$ cat config.mk
export PLATFORM = sky130hd
export DESIGN_NAME = qdh_host
export DESIGN_NICKNAME = d
export VERILOG_FILES = /design/src/include/qdh_pkg.sv /design/src/hdl/qdh_host.sv
export SDC_FILE = /design/constraint.sdc
export NUM_CORES = 1
export LEC_CHECK = 0
export BUFFER_PORTS_ARGS = -buffer_cell sky130_fd_sc_hd__buf_2
export CAP_MARGIN = 15
export CORE_UTILIZATION = 49
export CTS_CLUSTER_DIAMETER = 120
export DETAILED_ROUTE_END_ITERATION = 7
export PLACE_DENSITY = 0.75
export SETUP_SLACK_MARGIN = 0.5
export SKIP_CTS_REPAIR_TIMING = 1
export SYNTH_ARGS = -nofsm -noshare
export SYNTH_HDL_FRONTEND = slang
export SYNTH_SLANG_ARGS = --single-unit
$ cat constraint.sdc
create_clock -name mclk -period 1.9 [get_ports mclk]
set_input_delay 0.19 -clock mclk [delete_from_list [all_inputs] [get_ports mclk]]
set_output_delay 0.19 -clock mclk [all_outputs]
set_load 0.01 [all_outputs]
$ cat src/include/qdh_pkg.sv
// Package for the quad converter parallel-port host controller
package qdh_pkg;
  localparam int DATA_W = 8;
  localparam int ADDR_W = 2;
  localparam int CLK_MHZ = 50;
  // Setup, strobe width and hold times in ns (plain defaults)
  localparam int T_SETUP_NS = 40;
  localparam int T_STROBE_NS = 60;
  localparam int T_HOLD_NS = 20;
  localparam int T_SETUP_CYC = (T_SETUP_NS * CLK_MHZ + 999) / 1000;
  localparam int T_STROBE_CYC = (T_STROBE_NS * CLK_MHZ + 999) / 1000;
  localparam int T_HOLD_CYC = (T_HOLD_NS * CLK_MHZ + 999) / 1000;
  localparam int CNT_W = 8;
  localparam logic [DATA_W-1:0] DATA_RST = 8'h00;
  localparam logic [ADDR_W-1:0] ADDR_RST = 2'h0;

  typedef enum logic [2:0] {
    QDH_IDLE   = 3'b000,
    QDH_SETUP  = 3'b001,
    QDH_WSTRB  = 3'b010,
    QDH_HOLD   = 3'b011,
    QDH_LSTRB  = 3'b100,
    QDH_LHOLD  = 3'b101
  } qdh_state_e;

  typedef struct packed {
    qdh_state_e              st;
    logic [CNT_W-1:0]        cnt;
    logic [DATA_W-1:0]       data;
    logic [ADDR_W-1:0]       addr;
    logic                    load_after;
    logic                    wr_n;
    logic                    ld_n;
    logic                    a0_oe;
    logic                    pd;
    logic                    busy;
    logic                    done;
  } qdh_state_s;
endpackage

$ cat src/hdl/qdh_host.sv
// Host controller driving the parallel port of a quad 8-bit voltage converter

//
// Timing
// Setup, strobe width and hold come from the package in ns and are rounded up to whole
// clock cycles, so the rounding only ever lengthens the margins, never shortens them.
// One shared down-counter times every phase; the state says which phase it is.
//
// Requests
// A request is taken only in idle, and never while power-down is asked for, because the
// low address line is then released and the device would read no valid channel.
// Requests that arrive while busy or while power_down is high are dropped without a flag; the user
// watches busy and powered_down before raising req_valid.
//
// Modes
// Power-down is a level input applied only between transfers; transparent is also read at the end
// of the write hold, where it decides the load, and at the end of the load strobe, where it sets the rest level.
// In transparent mode the load strobe rests low, and a load after a write is skipped
// since the device already follows its input registers.
//
// Limitations
// The host cannot see a device power-on reset; after one it assumes zero codes, just
// as it does after its own reset.
// The data bus is never released: the device pins are inputs only.
module qdh_host
  import qdh_pkg::*;
(
  // Clock and reset
  input  wire logic              mclk,
  input  wire logic              reset,
  // User request side
  input  wire logic              req_valid,
  input  wire logic [1:0]        req_chan,
  input  wire logic [DATA_W-1:0] req_data,
  input  wire logic              req_load,
  input  wire logic              load_only,
  input  wire logic              transparent,
  input  wire logic              power_down,
  output logic                   busy,
  output logic                   done,
  output logic                   powered_down,
  // Device pins
  output logic [DATA_W-1:0]      data_bus,
  output logic                   addr_high_bit,
  output logic                   addr_low_or_powerdown_o,
  output logic                   addr_low_or_powerdown_oe,
  output logic                   write_strobe_n,
  output logic                   load_all_strobe_n
);
  qdh_state_s s_q, s_d;

  // Shared dwell counter: each timed state counts down to one, then moves on
  logic             cnt_last;
  logic [CNT_W-1:0] cnt_dec;
  // Request qualification
  logic             take_req;
  logic             take_write;
  logic             take_load;
  logic             want_load;

  always_comb begin
    cnt_last   = (s_q.cnt <= CNT_W'(1));
    cnt_dec    = s_q.cnt - CNT_W'(1);
    // Taken only from idle and never while power_down asks for the shared address pin to be released
    take_req   = (s_q.st == QDH_IDLE) && !power_down && req_valid;
    take_write = take_req && !load_only;
    take_load  = take_req && load_only;
    // A load strobe after the write is redundant while the copy is transparent
    want_load  = s_q.load_after && !transparent;
  end

  // State walk of one transfer, cycles at the default clock:
  //   IDLE  -> SETUP  data and address settle, 2 cycles
  //   SETUP -> WSTRB  write strobe low, 3 cycles
  //   WSTRB -> HOLD   strobe high, data kept, 1 cycle
  //   HOLD  -> LSTRB  only with a load request: load strobe low, 3 cycles
  //   LSTRB -> LHOLD  load strobe back to its rest level (high, low if transparent), 1 cycle
  //   LHOLD -> IDLE   done pulses for one cycle
  // A load-only request enters LSTRB straight from IDLE.

  always_comb begin
    s_d      = s_q;
    s_d.done = 1'b0;
    case (s_q.st)
      QDH_IDLE: begin
        // Idle levels follow the mode inputs; pd and a0_oe are not touched mid-transfer, ld_n is also set at the end of LSTRB
        s_d.ld_n  = ~transparent;
        s_d.pd    = power_down;
        s_d.a0_oe = ~power_down;
        s_d.busy  = 1'b0;
        if (take_load) begin
          s_d.busy = 1'b1;
          s_d.ld_n = 1'b0;
          s_d.cnt  = CNT_W'(T_STROBE_CYC);
          s_d.st   = QDH_LSTRB;
        end
        if (take_write) begin
          s_d.busy       = 1'b1;
          s_d.data       = req_data;
          s_d.addr       = req_chan;
          s_d.load_after = req_load;
          s_d.cnt        = CNT_W'(T_SETUP_CYC);
          s_d.st         = QDH_SETUP;
        end
      end

      QDH_SETUP: begin
        s_d.cnt = cnt_dec;
        if (cnt_last) begin
          s_d.wr_n = 1'b0;
          s_d.cnt  = CNT_W'(T_STROBE_CYC);
          s_d.st   = QDH_WSTRB;
        end
      end

      QDH_WSTRB: begin
        s_d.cnt = cnt_dec;
        if (cnt_last) begin
          s_d.wr_n = 1'b1;
          s_d.cnt  = CNT_W'(T_HOLD_CYC);
          s_d.st   = QDH_HOLD;
        end
      end

      QDH_HOLD: begin
        s_d.cnt = cnt_dec;
        if (cnt_last) begin
          if (want_load) begin
            s_d.ld_n = 1'b0;
            s_d.cnt  = CNT_W'(T_STROBE_CYC);
            s_d.st   = QDH_LSTRB;
          end else begin
            s_d.done = 1'b1;
            s_d.busy = 1'b0;
            s_d.st   = QDH_IDLE;
          end
        end
      end

      QDH_LSTRB: begin
        s_d.cnt = cnt_dec;
        if (cnt_last) begin
          s_d.ld_n = ~transparent;
          s_d.cnt  = CNT_W'(T_HOLD_CYC);
          s_d.st   = QDH_LHOLD;
        end
      end

      QDH_LHOLD: begin
        s_d.cnt = cnt_dec;
        if (cnt_last) begin
          s_d.done = 1'b1;
          s_d.busy = 1'b0;
          s_d.st   = QDH_IDLE;
        end
      end

      default: begin
        // Unreachable codes: park with both strobes released and the pin driven
        s_d.st         = QDH_IDLE;
        s_d.cnt        = '0;
        s_d.load_after = 1'b0;
        s_d.wr_n       = 1'b1;
        s_d.ld_n       = 1'b1;
        s_d.a0_oe      = 1'b1;
        s_d.pd         = 1'b0;
        s_d.busy       = 1'b0;
      end
    endcase
  end

  always_ff @(posedge mclk or posedge reset) begin
    if (reset) begin
      // device registers are zero; keep strobes idle and bus driven with zero
      s_q.st         <= QDH_IDLE;
      s_q.cnt        <= '0;
      s_q.data       <= DATA_RST;
      s_q.addr       <= ADDR_RST;
      s_q.load_after <= 1'b0;
      s_q.wr_n       <= 1'b1;
      s_q.ld_n       <= 1'b1;
      s_q.a0_oe      <= 1'b1;
      s_q.pd         <= 1'b0;
      s_q.busy       <= 1'b0;
      s_q.done       <= 1'b0;
    end else begin
      s_q <= s_d;
    end
  end

  // Device pins
  assign data_bus                 = s_q.data;
  assign addr_high_bit            = s_q.addr[1];
  assign addr_low_or_powerdown_o  = s_q.addr[0];
  assign addr_low_or_powerdown_oe = s_q.a0_oe;
  assign write_strobe_n           = s_q.wr_n;
  assign load_all_strobe_n        = s_q.ld_n;
  // User status
  assign busy                     = s_q.busy;
  assign done                     = s_q.done;
  assign powered_down             = s_q.pd;
endmodule // qdh_host

==> impl_metrics.tcl <==
set metrics [dict create \
    status "completed" \
    die_h_um 59.13 \
    path_class "reg2reg" \
    multi_input_area_um2 869.6 \
    start_util 0.5195 \
    muxShareOfSynthArea 0.07746 \
    layout_commonest_cell "buf_2" \
    dr.pass1.iters 4 \
    worst_pin_slew_ns 0.4704 \
    ff_latch_area_um2 710.7 \
    fin_crit_sh 0.9783 \
    synth_top_family_by_area "simple AND/OR/NAND/NOR gates" \
    drv_cap 0 \
    port_buffers 32 \
    cts_tree "yes" \
    grt-ovfl-total 0 \
    grt_pass1_vias 1309 \
    netlist_instances 175 \
    cts.path.max_buffers 2 \
    holdWs_ns 0.06658 \
    vias_per_cell 5.711 \
    drc 0 \
    rsz0062_at_grt "yes" \
    synthAdderAreaFrac 0.01565 \
    end_kind "flop" \
    grt_usage 0.2227 \
    ant_nets 0 \
    yosys_warnings 0 \
    cts_htree_levels 1 \
    fp-row-count 20 \
    clock_sinks 28 \
    max_stage_delay_ns 0.42 \
    peakVddDrop_mv 0.8990 \
    cp.arrival_ns 2.13 \
    antenna_found_initial 0 \
    ios 33 \
    dpl.hpwl_um 2701 \
    start_kind "flop" \
    clock-root-buffer "clkbuf_4" \
    period_minus_slack_ns 1.859 \
    synth_nets 194 \
    synthSimpleGateAreaFrac 0.1933 \
    area_growth_pct 29.26 \
    slew_violations 0 \
    ys_seq_elements 28 \
    routedWlPerCell_um 15.48 \
    syn_area_per_cell_um2 9.137 \
    utilization 0.6715 \
    via_count 1502 \
    die_area_um2 3496 \
    synth_compound_area_frac 0.1823 \
    die_x_um 59.13 \
    setup_viol 0 \
    grt_pass1_wl_um 5789 \
    cp.required_ns 2.17 \
    crit_fanout 4 \
    max_freq_mhz 538.0 \
    synth_area_um2 1599 \
    diodes 0 \
    relSlewSlack 0.6840 \
    skew_ns 0.002999 \
    synthFlopType "dfrtp_1" \
    nets 239 \
    hold_path_class "in2reg" \
    hold_viol 0 \
    ys_seq_area_frac 0.4405 \
    drtIter0Drc 148 \
    synth_cell_types 41 \
    synth_edf_count 0 \
    ys_async_sr_fraction 1.000 \
    gp_congestion 0.9228 \
    grt_max_degree 29 \
    leakagePower_nw 0.9229 \
    powerDensity_nw_per_um2 1837 \
    wl_um 4070 \
    core_um2 3078 \
    cts_made_buffers 3 \
    drive_gt1_frac 0.4521 \
    cp_slowest_cell "dfrtp_1" \
    crit_chain "inv_2, ha_2, or2_4, a31oi_2, a2bb2oi_2, or2b_1, a31oi_1" \
    clkTransAtPathRegs_ns 0.16 \
    clock_latency_ns 0.34 \
    synthXorXnorAreaFrac 0.005477 \
    fillers 236 \
    final_cell_mix "33 x buf_2, 20 x dfrtp_1, 19 x buf_4, 17 x nand2_1" \
]
## cell usage after synthesis, types with 2 or more instances
library cell	n	area share
nand2_1	18	0.042
clkbuf_1	6	0.014
dfrtp_1	25	0.39
or2_2	2	0.0078
ha_1	2	0.016
mux2_2	10	0.070
nor3_1	7	0.022
a2bb2oi_1	3	0.016
nand2b_1	2	0.0078
nor4_1	2	0.0078
nand3_1	5	0.016
o21ai_0	10	0.031
buf_4	8	0.038
a31oi_1	9	0.035
o21ai_1	2	0.0063
dfstp_2	3	0.049
nor2_1	11	0.026
nor2b_1	4	0.016
nand4_1	3	0.012
inv_1	10	0.023
nor3_2	2	0.013
o22ai_1	3	0.012
a21oi_1	10	0.031
## routing by layer
metal	up-vias	track usage	part of all wire
met1	728	0.2743	0.40
met2	55	0.3896	0.53
met3	12	0.02620	0.052
li1	707	-	-
met4	0	0.1020	0.021
met5	-	0	0
## path summary, 6_finish.rpt
kind	slack, ns	to	startpoint	depth (start not counted)
min	0.07	addr_low_or_powerdown_o$_DFFE_PP0P_	req_chan[0]	2
min reg2reg	0.52	s_q[21]$_DFFE_PP0P_	s_q[21]$_DFFE_PP0P_	1
max	0.04	s_q[19]$_DFFE_PP0P_	s_q[18]$_DFFE_PP0P_	7
max in group asynchronous	1.16	load_all_strobe_n$_DFFE_PP1P_	reset	4
max reg2reg	0.04	s_q[19]$_DFFE_PP0P_	s_q[18]$_DFFE_PP0P_	7
min in group asynchronous	0.43	addr_low_or_powerdown_o$_DFFE_PP0P_	reset	4
## through the flow
stage	power (W)	area, um2	std cells	TNS [ns]	worst slack [ns]
5_1_grt	0.004048	2067	263	-0.2272	-0.06406
3_3_place_gp	0.002853	1815	243	0	0.09766
4_1_cts	0.003333	1868	247	-0.05225	-0.05225
6_report	0.003796	2067	263	0	0.04117
2_1_floorplan	0.002563	1645	175	0	0.2024
3_5_place_dp	0.002929	1815	243	-0.03382	-0.03382
## critical path, delay by kind of cell, from the launching register on
kind	cells	cell delay, ns
compound gates	3	0.59
fa+ha+maj	1	0.20
buf+inv	1	0.07
simple gates	2	0.52
flops	1	0.42
## report_power, final
group / switching [W] / total [W] / internal (W) / leakage [nW]
combinational: 0.00118 / 0.00225 / 0.00107 / 0.556
sequential: 0.000253 / 0.00114 / 0.000887 / 0.339
clock: 0.000189 / 0.000403 / 0.000214 / 0.0279
## sequential cells by signal (all words and copies together), names as in the netlist
register                  cells
addr_high_bit                 1
done                          1
s_q                          12
powered_down                  1
addr_low_or_powerdown_oe      1
write_strobe_n                1
busy                          1
addr_low_or_powerdown_o       1
data_bus                      8
load_all_strobe_n             1
## cell families (layout without fill, tap and decap cells)
logic type	count (synthesis)	count (layout)
multiplexers	11	11
AO/OA/AOI/OAI	46	46
adder cells (fa/ha/maj)	2	2
buffers and inverters	26	70
XOR/XNOR	1	1
flip-flops	28	28
AND/OR/NAND/NOR	61	61
## area by class of cell
class                      instances  share of cell area
multi-input combinational        121              0.4207
sequential                        28              0.3438
timing repair buffer              56              0.1653
tap                               44             0.02663
inverter                          10             0.01816
clock inverter                     1             0.01453
clock buffer                       3             0.01090
(Power assumes the default switching activity.)
